[src/core/lgm_defines.svh]
`ifndef LGM_DEFINES_SVH
`define LGM_DEFINES_SVH

// Register offsets
`define LGM_OFF_FIRST_GAIN  8'h09
`define LGM_OFF_THIRD_GAIN  8'h0b
`define LGM_OFF_MAP_CH0_3   8'h0c
`define LGM_OFF_MAP_CH4_7   8'h0d
`define LGM_OFF_MAP_CH8_11  8'h0e
`define LGM_OFF_MAP_CH12_15 8'h0f
`define LGM_OFF_MAP_CH16_17 8'h10
// Register of a neighbouring slice, decoded nowhere here
`define LGM_OFF_OUTSIDE     8'h0a

// Field positions
`define LGM_GAIN_MSB        6
`define LGM_GAIN_W          7
`define LGM_FIELD_W         2
`define LGM_MAP4_USED_W     4
`define LGM_CHANNELS        18

// Reset values
`define LGM_GAIN_RESET      7'h40
`define LGM_MAP_RESET       8'h00
`define LGM_MAP4_RESET      4'h0
`define LGM_READ_IDLE       8'h00

`endif

[src/core/lgm_pkg.sv]
package lgm_pkg;

	// Group choice held in each 2-bit channel field
	typedef enum logic [1:0] {
		LGM_GRP_NONE = 2'h0,
		LGM_GRP_ONE  = 2'h1,
		LGM_GRP_TWO  = 2'h2,
		LGM_GRP_THREE = 2'h3
	} lgm_group_t;

	// Whole state of the register slice
	typedef struct packed {
		logic [6:0]   firstGain;
		logic [6:0]   thirdGain;
		logic [7:0]   mapCh0To3;
		logic [7:0]   mapCh4To7;
		logic [7:0]   mapCh8To11;
		logic [7:0]   mapCh12To15;
		logic [3:0]   mapCh16To17;
		logic [7:0]   rdData;
		logic [17:0]  grpOne;
		logic [17:0]  grpTwo;
		logic [17:0]  grpThree;
		logic [125:0] sinkGain;
	} lgm_state_t;

endpackage : lgm_pkg

[src/core/lgm_group_decode.sv]
`timescale 1ns/100ps
`include "lgm_defines.svh"

module lgm_group_decode
	import lgm_pkg::*;
(
	input  wire logic [35:0] groupMap,   // Packed channel fields, ch0 lowest
	output logic      [17:0] grpOneSel,  // Channels bound to group one
	output logic      [17:0] grpTwoSel,  // Channels bound to group two
	output logic      [17:0] grpThreeSel // Channels bound to group three
);

	always_comb begin
		lgm_group_t choice;
		choice = LGM_GRP_NONE;
		grpOneSel = 18'h00000;
		grpTwoSel = 18'h00000;
		grpThreeSel = 18'h00000;
		for (int ch = 0; ch < `LGM_CHANNELS; ch++) begin
			choice = lgm_group_t'(groupMap[ch*`LGM_FIELD_W +: `LGM_FIELD_W]);
			case (choice)
				LGM_GRP_ONE:   grpOneSel[ch] = 1'b1;
				LGM_GRP_TWO:   grpTwoSel[ch] = 1'b1;
				LGM_GRP_THREE: grpThreeSel[ch] = 1'b1;
				default: ;
			endcase
		end
	end

endmodule : lgm_group_decode

[src/core/lgm_regs.sv]
// What this block does
// - Seven-bit third colour gain, reset 40h, drives sinks 2,5,8,11,14,17.
// - Third colour gain register decoded at offset Bh, resets to 40h.
// - Field 0 means no group; 1,2,3 select group one, two, three.
// - Offset Ch holds channels 0 to 3, channel 0 in bits 1-0.
// - Offset Dh holds channels 4 to 7, lowest channel lowest.
// - Offset Eh holds channels 8 to 11, lowest channel lowest.
// - Offset Fh is decoded as a fourth map register.
// - Offset 10h is decoded as the fifth map register.
// - All map registers clear on reset, no channel in any group.
// - Fourth map register holds channels 12 to 15, channel 15 at top.
// - Fifth map: channel 16 bits 1-0, 17 bits 3-2, top reads zero.
// - First colour gain, seven bits, drives sinks 0,3,6,9,12,15.
`timescale 1ns/100ps
`include "lgm_defines.svh"

module lgm_regs
	import lgm_pkg::*;
(
	input  wire logic         core_clk,         // System clock, 10 MHz
	input  wire logic         reset,            // Synchronous, active high
	input  wire logic [7:0]   regAddr,          // Register offset
	input  wire logic [7:0]   regWrData,        // Write data
	input  wire logic         regWrEn,          // Write strobe
	input  wire logic         regRdEn,          // Read strobe
	input  wire logic [6:0]   secondColourGain, // Gain for sinks 1,4,..,16
	output logic      [7:0]   regRdData,        // Read data, cycle after
	output logic      [6:0]   firstColourGain,  // First colour gain
	output logic      [6:0]   thirdColourGain,  // Third colour gain
	output logic      [35:0]  groupMap,         // All channel fields
	output logic      [17:0]  groupOneSinks,    // Sinks on group one PWM
	output logic      [17:0]  groupTwoSinks,    // Sinks on group two PWM
	output logic      [17:0]  groupThreeSinks,  // Sinks on group three PWM
	output logic      [125:0] sinkColourGain    // Per-sink gain, 7 bits each
);

	// ------------------------------------------------------------------
	// State and constants
	// ------------------------------------------------------------------
	localparam lgm_state_t RESET_STATE = '{
		firstGain: `LGM_GAIN_RESET,
		thirdGain: `LGM_GAIN_RESET,
		mapCh0To3: `LGM_MAP_RESET,
		mapCh4To7: `LGM_MAP_RESET,
		mapCh8To11: `LGM_MAP_RESET,
		mapCh12To15: `LGM_MAP_RESET,
		mapCh16To17: `LGM_MAP4_RESET,
		rdData: `LGM_READ_IDLE,
		default: '0
	};

	lgm_state_t  st_q;
	lgm_state_t  st_d;
	logic [35:0] mapNow;
	logic [17:0] decOne;
	logic [17:0] decTwo;
	logic [17:0] decThree;

	// ------------------------------------------------------------------
	// Helpers
	// ------------------------------------------------------------------
	function automatic logic [35:0] packMap(input lgm_state_t s);
		packMap = {s.mapCh16To17, s.mapCh12To15, s.mapCh8To11,
			s.mapCh4To7, s.mapCh0To3};
	endfunction : packMap

	function automatic logic [7:0] readValue(input logic [7:0] addr,
		input lgm_state_t s);
		case (addr)
			`LGM_OFF_FIRST_GAIN:  readValue = {1'b0, s.firstGain};
			`LGM_OFF_THIRD_GAIN:  readValue = {1'b0, s.thirdGain};
			`LGM_OFF_MAP_CH0_3:   readValue = s.mapCh0To3;
			`LGM_OFF_MAP_CH4_7:   readValue = s.mapCh4To7;
			`LGM_OFF_MAP_CH8_11:  readValue = s.mapCh8To11;
			`LGM_OFF_MAP_CH12_15: readValue = s.mapCh12To15;
			`LGM_OFF_MAP_CH16_17: readValue = {4'h0, s.mapCh16To17};
			default:              readValue = `LGM_READ_IDLE;
		endcase
	endfunction : readValue

	assign mapNow = packMap(st_q);

	// ------------------------------------------------------------------
	// Channel to group decode
	// ------------------------------------------------------------------
	// field decode
	lgm_group_decode u_decode (
		.groupMap    (mapNow),
		.grpOneSel   (decOne),
		.grpTwoSel   (decTwo),
		.grpThreeSel (decThree)
	);

	// ------------------------------------------------------------------
	// Next state
	// ------------------------------------------------------------------
	always_comb begin
		st_d = st_q;
		st_d.rdData = `LGM_READ_IDLE;
		if (regWrEn) begin
			case (regAddr)
				`LGM_OFF_FIRST_GAIN:
					st_d.firstGain = regWrData[`LGM_GAIN_MSB:0];
				`LGM_OFF_THIRD_GAIN:
					st_d.thirdGain = regWrData[`LGM_GAIN_MSB:0];
				`LGM_OFF_MAP_CH0_3:   st_d.mapCh0To3 = regWrData;
				`LGM_OFF_MAP_CH4_7:   st_d.mapCh4To7 = regWrData;
				`LGM_OFF_MAP_CH8_11:  st_d.mapCh8To11 = regWrData;
				`LGM_OFF_MAP_CH12_15: st_d.mapCh12To15 = regWrData;
				`LGM_OFF_MAP_CH16_17:
					st_d.mapCh16To17 = regWrData[`LGM_MAP4_USED_W-1:0];
				// Other offsets, reserved, left alone
				default: ;
			endcase
		end
		if (regRdEn) begin
			st_d.rdData = readValue(regAddr, st_q);
		end
		st_d.grpOne = decOne;
		st_d.grpTwo = decTwo;
		st_d.grpThree = decThree;
		for (int ch = 0; ch < `LGM_CHANNELS; ch++) begin
			case (ch % 3)
				0: st_d.sinkGain[ch*`LGM_GAIN_W +: `LGM_GAIN_W] =
					st_q.firstGain;
				1: st_d.sinkGain[ch*`LGM_GAIN_W +: `LGM_GAIN_W] =
					secondColourGain;
				default: st_d.sinkGain[ch*`LGM_GAIN_W +: `LGM_GAIN_W] =
					st_q.thirdGain;
			endcase
		end
	end

	// ------------------------------------------------------------------
	// State register
	// ------------------------------------------------------------------
	always_ff @(posedge core_clk) begin
		if (reset) begin
			st_q <= RESET_STATE;
		end else begin
			st_q <= st_d;
		end
	end

	assign regRdData = st_q.rdData;
	assign firstColourGain = st_q.firstGain;
	assign thirdColourGain = st_q.thirdGain;
	assign groupMap = mapNow;
	assign groupOneSinks = st_q.grpOne;
	assign groupTwoSinks = st_q.grpTwo;
	assign groupThreeSinks = st_q.grpThree;
	assign sinkColourGain = st_q.sinkGain;
endmodule : lgm_regs

[config.mk]
export PLATFORM = sky130hd
export DESIGN_NAME = lgm_regs
export DESIGN_NICKNAME = d
export VERILOG_FILES = /design/src/core/lgm_pkg.sv /design/src/core/lgm_group_decode.sv /design/src/core/lgm_regs.sv
export VERILOG_INCLUDE_DIRS = /design/src /design/src/core
export SDC_FILE = /design/constraint.sdc
export NUM_CORES = 1
export LEC_CHECK = 0
export ABC_AREA = 0
export BUFFER_PORTS_ARGS = -buffer_cell sky130_fd_sc_hd__buf_2
export CORE_MARGIN = 4
export CORE_UTILIZATION = 47
export CTS_BUF_LIST = sky130_fd_sc_hd__clkbuf_2 sky130_fd_sc_hd__clkbuf_4 sky130_fd_sc_hd__clkbuf_8
export CTS_CLUSTER_DIAMETER = 120
export DETAILED_ROUTE_END_ITERATION = 16
export PLACE_DENSITY = 0.93
export SYNTH_ARGS = -nofsm -noshare
export SYNTH_HDL_FRONTEND = slang
export SYNTH_SLANG_ARGS = --single-unit
[constraint.sdc]
create_clock -name core_clk -period 1.79 [get_ports core_clk]
set_input_delay 0.0895 -clock core_clk [delete_from_list [all_inputs] [get_ports core_clk]]
set_output_delay 0.0895 -clock core_clk [all_outputs]
set_load 0.02 [all_outputs]
After elaboration in Yosys (flattened, before gate mapping)
Index checks and enable logic that the tools add are counted.

word-level totals
  register bits after elaboration = 238
  bits in latches = 0
  memory bits (writable) = 0
  bits in read-only memories = 0
  output and inout bits = 238
  logic and storage cells = 137
  memories = 0

operators by class
  add/subtract/negate cells = 0
  $mul = 0
  div/mod/pow operators = 0
  $lt $le $gt $ge = 0
  equality and inequality tests = 61
  shift-type cells = 0
  mux-type cells = 55
  bitwise gates (word level) = 1
  reductions and logical operators = 8

operators with widths
  operator              count
  $eq A2 B2 Y1 const B  36
  $pmux W8 S7           1
  $mux W1               54
  $eq A8 B4 Y1 const B  6
  $eq A2 B1 Y1 const B  18
  $reduce_and A2 Y1     7
  $eq A8 B5 Y1 const B  1
  $reduce_or A2 Y1      1
  $not A1 Y1            1

Longest topological paths before layout
Gate-level depths: netlist of run 1.

  depth in word-level cells = 2
  depth in mapped cells = 6
  depth with buffers taken out = 4

Cells and area by module
A second synthesis of run 1 with hierarchy kept.

second synthesis, totals
  cell total of the unflattened synthesis = 582
  area, all modules = 5934.4 um2

by module, submodules not included
  module            times used  cells an instance  area each (um2)  sequential area each (um2)
  lgm_regs          1           528                5484.0           2662.6
  lgm_group_decode  1           54                 450.4            0.0

Worst setup path after synthesis of run 1
OpenSTA, ideal clock, no wires.

  path type = input port to flip-flop
  from = input port regAddr[7]
  to = register st_q, in the netlist thirdColourGain[6]
  arrival = 1.462 ns
  data required time = 1.670 ns
  slack = 0.208 ns
  stages = 5
  buffers on the path = 1
  path through = or3b_1 > buf_2 > nor4_4 > nor2b_1 > a211o_1

on the way
  cells in the longest elaborated chain, start to end = 2

RTL lines
  item                         line             RTL
  start: declaration           lgm_regs.sv:22   input wire logic [7:0] regAddr,
  $eq A8 B4 Y1                 lgm_regs.sv:101  case (regAddr)
  $reduce_and A2 Y1 (no line)  -
  end signal: assignment       lgm_regs.sv:141  st_q <= st_d;
  end: declaration             lgm_regs.sv:52   lgm_state_t st_q;

No other way between the ends.
A chain may end at the register's enable or synchronous reset.

Worst setup path in the final report of run 1
  from = input port regWrEn
  to = register st_q, in the netlist groupMap[20]

on the way
  cells in the longest elaborated chain, start to end = 1

RTL lines
  item                         line            RTL
  start: declaration           lgm_regs.sv:24  input wire logic regWrEn,
  $reduce_and A2 Y1 (no line)  -

No other way between the ends.

==> results.txt, run 1 <==
The die area is 13200 sq um. The synthesis-stage register bit count came out at 133. The TritonCTS clock tree is yes. The count of port buffers added during placement is 264.

The number of clock sinks seen by CTS is 133. Among all flip-flop cells after synthesis, the most frequent one is dfxtp_1. The largest single stage delay on the critical path is 530 ps.

Subtracting the final worst setup slack from the clock period gives 1550 ps. The detailed router placed 4313 vias in this run. The relative slew slack is 0.535.

The share of final-layout standard cells stronger than drive strength 1 came out at 0.456. On the critical path the largest part of the delay comes from buffers and inverters. The cell count after synthesis came out at 516. The number of diodes added for antenna fixing is 0. The worst path required time is 2090 ps. The final estimated routing congestion in global placement came out at 0.856.

After clock tree synthesis, the clock-pin slew on the worst setup and hold paths is 70 ps. The static leakage power came out at 0.00363 uW. Setup repair after global routing left no endpoint under its margin. The critical path capture point type is a flop. The average via count per standard cell is 5.04.

The via count of the first global-routing pass is 4163. The count of warnings emitted by yosys is 0. For this block, the routed nets add up to 14.3 mm of wire. Traced cell by cell, the critical path runs through dlygate4sd3_1 -> buf_2 -> nand2_1 -> nor4bb_2 -> buf_4 -> mux2i_1 -> nor2_1. The net count after synthesis is 543.

The slew of the pin with the lowest slew margin came out at 697 ps. The leading cell type in the layout, fill and taps excluded is buf_2. By startpoint and endpoint, the worst setup path is classified as input port to flop.

The layout overhead on the synthesized area is 25.5%. The routed length per placed instance came out at 16.7 microns. The horizontal extent of the die is 115 microns. The area of the core region is 11000 sq um. The worst endpoint data arrival time came out at 1850 ps. For this run, design rule violations remaining after detail routing come to 0. The share of the core filled with cells in the final layout came out at 0.612.

The total negative setup slack came out at 0 ps. The half-perimeter wire length of the detailed placement result came out at 10.6 mm. The die is 115 microns tall. The total overflow reported by the global router is 0. The number of levels the H-tree was split into is 4. The setup slack after placement is 164 ps. The combined area of all synthesized cells is 5380 sq um. IR analysis of the VDD net gives a maximum drop of 0.000639 V.

The path class of the tightest hold or removal check is input port to flop. The final net count is 729. The number of nets with antenna violations after detailed routing is 0. The final setup violation count is 0.

For the final database, setup skew stands at 8.52 ps. The slowest stage of the critical path belongs to the cell dlygate4sd3_1. In the synthesized netlist the async set-or-reset flop fraction comes to 0. The root buffer cell chosen for the clock tree is clkbuf_8. The global router's overall resource usage is 0.211. The number of buffers and inverters on the critical path is 3. The number of max-capacitance violations reported came out at 0. The run finished with clean final reports.

The number of synthesized flops with an enable pin came out at 0. The clock buffer count from CTS is 17. The maximum buffer depth of the clock tree is 2. The final worst-path setup slack is 238 ps. The worst hold margin is 109 ps. The first routing iteration left 182 violations. The worst setup path is launched from an input port. Entering global routing, the biggest net connects 56 pins.

The number of antenna violations at the first check in global routing is 0. The portion of the post-synthesis area used by sequential elements is 0.495. The power density over the cells is 906 nW/um^2.

The number of detailed-routing iterations run before antenna repair came out at 5. The row count is 38. The first-pass GRT wire length came out at 21.8 mm. The count of different cell masters after synthesis is 33. The final count of pins violating max slew is 0. The peak fanout along the critical path came out at 10.

Each instance of the synthesized netlist takes up on average 10.4 sq um. For this configuration, the core starts out at a cell density of 0.488. The I/O pin count came out at 265. The library cells used most frequently in the layout, excluding fill and tap cells, are buf_2 (263), dfxtp_1 (133), mux2i_1 (53). The count of endpoints failing hold in the final timing report was 0. The clock latency on the worst-skew pair came out at 430 ps. The final clock period utilization by the worst path is 0.867.

Derived from the worst setup path, the maximum achievable clock frequency is 644 MHz.
registers in the layout, indices dropped and copies added (netlist names):
register,cells
groupOneSinks,18
groupThreeSinks,18
groupMap,36
groupTwoSinks,18
regRdData,8
thirdColourGain,7
sinkColourGain,21
firstColourGain,7
what timing repair did:
| item | 4_1_cts | 5_1_grt |
|---|---|---|
| hold buffers | 16 | 0 |
| gates resized for setup | 0 | 0 |
| setup buffers | 0 | 0 |
| hold endpoints to repair | 31 | 0 |
path summary, 6_finish.rpt:
check | from | to | slack, ps | depth (start not counted)
max | regWrEn | groupMap[20]$_SDFFE_PP0P_ | 240 | 7
min | reset | groupMap[13]$_SDFFE_PP0P_ | 110 | 2
max reg2reg | groupMap[30]$_SDFFE_PP0P_ | regRdData[6]$_SDFF_PP0_ | 590 | 4
min reg2reg | firstColourGain[5]$_SDFFE_PP0P_ | sinkColourGain[110]$_SDFF_PP0_ | 500 | 1
final cells by class:
| type | count | area (sq um) |
|---|---|---|
| fill | 884 | 4280 |
| sequential | 133 | 2660 |
| multi-input combinational | 253 | 1840 |
| timing repair buffer | 296 | 1630 |
| clock buffer | 20 | 269 |
| clock inverter | 12 | 176 |
| tap | 140 | 175 |
| inverter | 1 | 3.75 |
cells in the mapped netlist, types with 2 or more instances:
master / n / area (sq um)
dfxtp_1: 133 / 2660
buf_4: 105 / 788
mux2i_1: 53 / 531
nor2_1: 52 / 195
nor3b_1: 39 / 293
nor2b_1: 22 / 138
clkbuf_1: 19 / 71.3
and3b_1: 18 / 158
nand2_1: 12 / 45.0
a21oi_1: 10 / 50.1
nand3_1: 8 / 40.0
mux2_2: 7 / 78.8
o22ai_1: 5 / 31.3
a22oi_1: 4 / 30.0
buf_2: 3 / 15.0
mux4_2: 3 / 67.6
nand4_1: 3 / 18.8
a211o_1: 2 / 17.5
and3_1: 2 / 12.5
buf_1: 2 / 7.51
nor4bb_1: 2 / 20.0
kinds of logic (layout without fill, tap and decap cells):
| logic type | count (synthesis) | count (layout) | synth area share |
|---|---|---|---|
| AND/OR/NAND/NOR | 166 | 166 | 0.186 |
| flip-flops | 133 | 133 | 0.495 |
| buffers and inverters | 130 | 329 | 0.165 |
| multiplexers | 63 | 63 | 0.126 |
| AO/OA/AOI/OAI | 24 | 24 | 0.0288 |
metrics by stage:
step | total power, uW | area, sq um | cells
floorplan | 3320 | 5380 | 516
global route | 6330 | 6750 | 855
CTS | 6180 | 6750 | 855
detailed placement | 3400 | 6150 | 807
finish | 6120 | 6750 | 855
global placement | 3400 | 6150 | 807
power breakdown:
part	total, uW	switching (uW)	leakage (uW)	internal (uW)
clock network	2750	1150	0.000223	1610
logic	378	237	0.00233	141
registers	2990	16.0	0.00107	2970
metal layers:
metal | track usage | vias up | share of wire
met5 | 0 | - | 0
met4 | 0.0970 | 0 | 0.031
met3 | 0.0642 | 39 | 0.087
met2 | 0.372 | 235 | 0.51
met1 | 0.231 | 2024 | 0.37
li1 | - | 2015 | -
No activity file was read; power rests on OpenSTA's default activity.
==> run 2, diff against run 1 <==
--- a/config.mk
+++ b/config.mk
@@ -7,13 +7,13 @@
 export NUM_CORES = 1
 export LEC_CHECK = 0
 export ABC_AREA = 0
-export BUFFER_PORTS_ARGS = -buffer_cell sky130_fd_sc_hd__buf_2
+export BUFFER_PORTS_ARGS = -buffer_cell sky130_fd_sc_hd__buf_4
 export CORE_MARGIN = 4
-export CORE_UTILIZATION = 47
-export CTS_BUF_LIST = sky130_fd_sc_hd__clkbuf_2 sky130_fd_sc_hd__clkbuf_4 sky130_fd_sc_hd__clkbuf_8
+export CORE_UTILIZATION = 46
 export CTS_CLUSTER_DIAMETER = 120
 export DETAILED_ROUTE_END_ITERATION = 16
-export PLACE_DENSITY = 0.93
+export PLACE_DENSITY = 0.91
+export SLEW_MARGIN = 0
 export SYNTH_ARGS = -nofsm -noshare
 export SYNTH_HDL_FRONTEND = slang
 export SYNTH_SLANG_ARGS = --single-unit
==> results.txt, run 2 (synthesis gave the netlist of run 1 again) <==
The largest net degree at the start of global routing is 47. The slew of the pin with the lowest slew margin came out at 731 ps. The first-pass GRT wire length is 22.0 mm. The clock transition at the register clock pins on the worst setup and hold paths after CTS came out at 60 ps.

The number of nets with antenna violations after detailed routing came out at 0. The clock buffer count from CTS is 17. The static leakage power came out at 0.00373 uW.

The initial utilization of the core area, before any placement, comes to 0.471. The vias after detailed routing is 4288. The count of endpoints failing hold in the final timing report is 0. The time the worst path needs with I/O delays and setup came out at 1230 ps. The horizontal extent of the die is 116 microns. The total negative setup slack is 0 ps.

The die span in y came out at 116 microns. The TritonCTS clock tree is yes. The worst endpoint data arrival time came out at 1490 ps. The placed standard-cell area is 6770 sq um.

The startpoint-to-endpoint class of the critical path is flop to flop. The final design instance area without fill is 7570 sq um. The final clock period utilization by the worst path came out at 0.687.

Leaving out fill and tap cells, the most frequent cells in the layout are buf_4 (278), dfxtp_1 (133), mux2i_1 (53). The final count of pins violating max slew came out at 0. Row generation in the floorplan step produced 39 rows. The first-iteration detailed-routing DRC count is 300.

The number of max-capacitance violations reported is 0. The share of total power in sequential cells came out at 0.419. Routability-driven placement finished with a final weighted congestion of 0.849. The worst hold margin came out at 27.0 ps. The routed length per placed instance is 17.3 microns. The H-tree was split into 4 levels. The total routed wirelength is 14.8 mm. The worst path required time is 2050 ps.

The flip-flop count of the largest register after layout came out at 36. The die covers 13500 sq um. The path class of the tightest hold or removal check is input port to flop. The I/O pin count is 265. Setup repair after global routing left no endpoint under its margin.

Of the total power, the clock network draws 0.522. For this run, the total global-route usage over all layers was measured as 0.211. The critical path capture point type is a flop. The layout overhead on the synthesized area is 40.7%.

The number of antenna violations at the first check in global routing came to 0. In this run the standard cell core region covers 11400 sq um. The sequential cell area came out at 2660 sq um. The master cell of the clock root buffer is clkbuf_16. The count of cells in the finished layout, fillers not included, comes to 855. The switching component of the power is 1560 uW. The number of diodes added for antenna fixing is 0. The post-route clock skew is 7.13 ps. Of the total power, the share spent switching nets is 0.219.

The share of final-layout standard cells stronger than drive strength 1 came out at 0.455. The total overflow reported by the global router came out at 0. The count of port buffers added during placement is 264. The final net count is 726. The maximum buffer depth of the clock tree came out at 2.

The share of total power dissipated in combinational logic is 0.059. Once the clock tree was built, the resizer swapped 0 gates to a different size. The power density over the cells is 945 nW/um^2.

The number of clock sinks seen by CTS came out at 133. The HPWL after detailed placement is 11.1 mm. The remaining routing DRC violations is 0. The first detailed-routing pass took 5 iterations. The internal power came out at 5590 uW. The final setup violation count came out at 0. The worst setup path is launched from a flop. Summing all multi-input logic gate instances after layout gives 1840 sq um. The count of fill cells added during filler insertion came out at 887. Of all nets on the critical path, the largest fanout is 6. The relative slew slack came out at 0.512. Leaving out fill and tap cells, the most frequent cell in the layout is buf_4. The via count of the first global-routing pass came out at 4145. The highest achievable clock rate came out at 813 MHz.

The average via count per standard cell is 5.02. The clock latency on the worst-skew pair is 410 ps. The number of cells in the design after placement is 808.

The flow ran to the end, and the final reports show no timing, DRC or antenna violations. The number of post-CTS setup repair buffers is 0. The maximum VDD drop came out at 0.000737 V.
-- run 2: cell count changes in the layout (fill, tap and decap cells not counted), moves of 2 or more --
cell | previous run | this run
clkinv_2 | 3 | 1
inv_6 | 1 | 4
buf_2 | 263 | 0
clkbuf_16 | 0 | 17
buf_4 | 15 | 278
buf_12 | 2 | 0
clkinvlp_4 | 2 | 0
clkbuf_8 | 19 | 2
clkinv_4 | 2 | 4
-- run 2: power by group through the flow --
stage	clock network (uW)	logic, uW	registers (uW)
4_1_cts	3790	419	2990
5_1_grt	3950	442	3000
2_1_floorplan	0	250	3070
6_report	3730	420	2990
3_3_place_gp	0	381	3060
3_5_place_dp	0	391	3060
-- run 2: worst max-delay path, cell delays in order (launching register included) --
cell and delay (ps):
dfxtp_1 370, mux2_2 290, a22o_1 180, a32oi_1 190, nor2_1 60
-- run 2: cell type report --
class | instances | area share
multi-input combinational | 253 | 0.243
clock inverter | 13 | 0.0258
inverter | 1 | 0.000496
tap | 143 | 0.0236
timing repair buffer | 293 | 0.296
clock buffer | 19 | 0.0598
sequential | 133 | 0.352
-- run 2: per-stage QoR --
stage / power [uW] / util / worst slack [ps]
after global placement: 3440 / 0.593 / 219
after floorplan: 3320 / - / 208
after detailed placement: 3450 / 0.593 / 175
after CTS: 7200 / 0.663 / 561
after global routing: 7390 / 0.663 / 484
final: 7150 / 0.663 / 560
-- run 2: final timing paths --
| kind | startpoint | endpoint | slack (ps) | depth (start not counted) |
|---|---|---|---|---|
| worst max-delay path | groupMap[30]$_SDFFE_PP0P_ | regRdData[6]$_SDFF_PP0_ | 560 | 4 |
| worst min-delay path | reset | firstColourGain[5]$_SDFFE_PP0P_ | 30 | 2 |
| worst max register to register | groupMap[30]$_SDFFE_PP0P_ | regRdData[6]$_SDFF_PP0_ | 560 | 4 |
| worst min register to register | firstColourGain[1]$_SDFFE_PP0P_ | sinkColourGain[106]$_SDFF_PP0_ | 500 | 1 |
-- run 2: repair_timing --
item / CTS / global route
endpoints found under the setup margin: 0 / 0
hold endpoints to repair: 35 / 0
hold buffers: 15 / 0
-- run 2: per-layer routing --
metal	wire (microns)	up-vias	global-route usage
li1	-	2007	-
met1	5370	2053	0.236
met2	7820	205	0.381
met3	1370	23	0.0710
met4	229	0	0.0642
met5	0	-	0
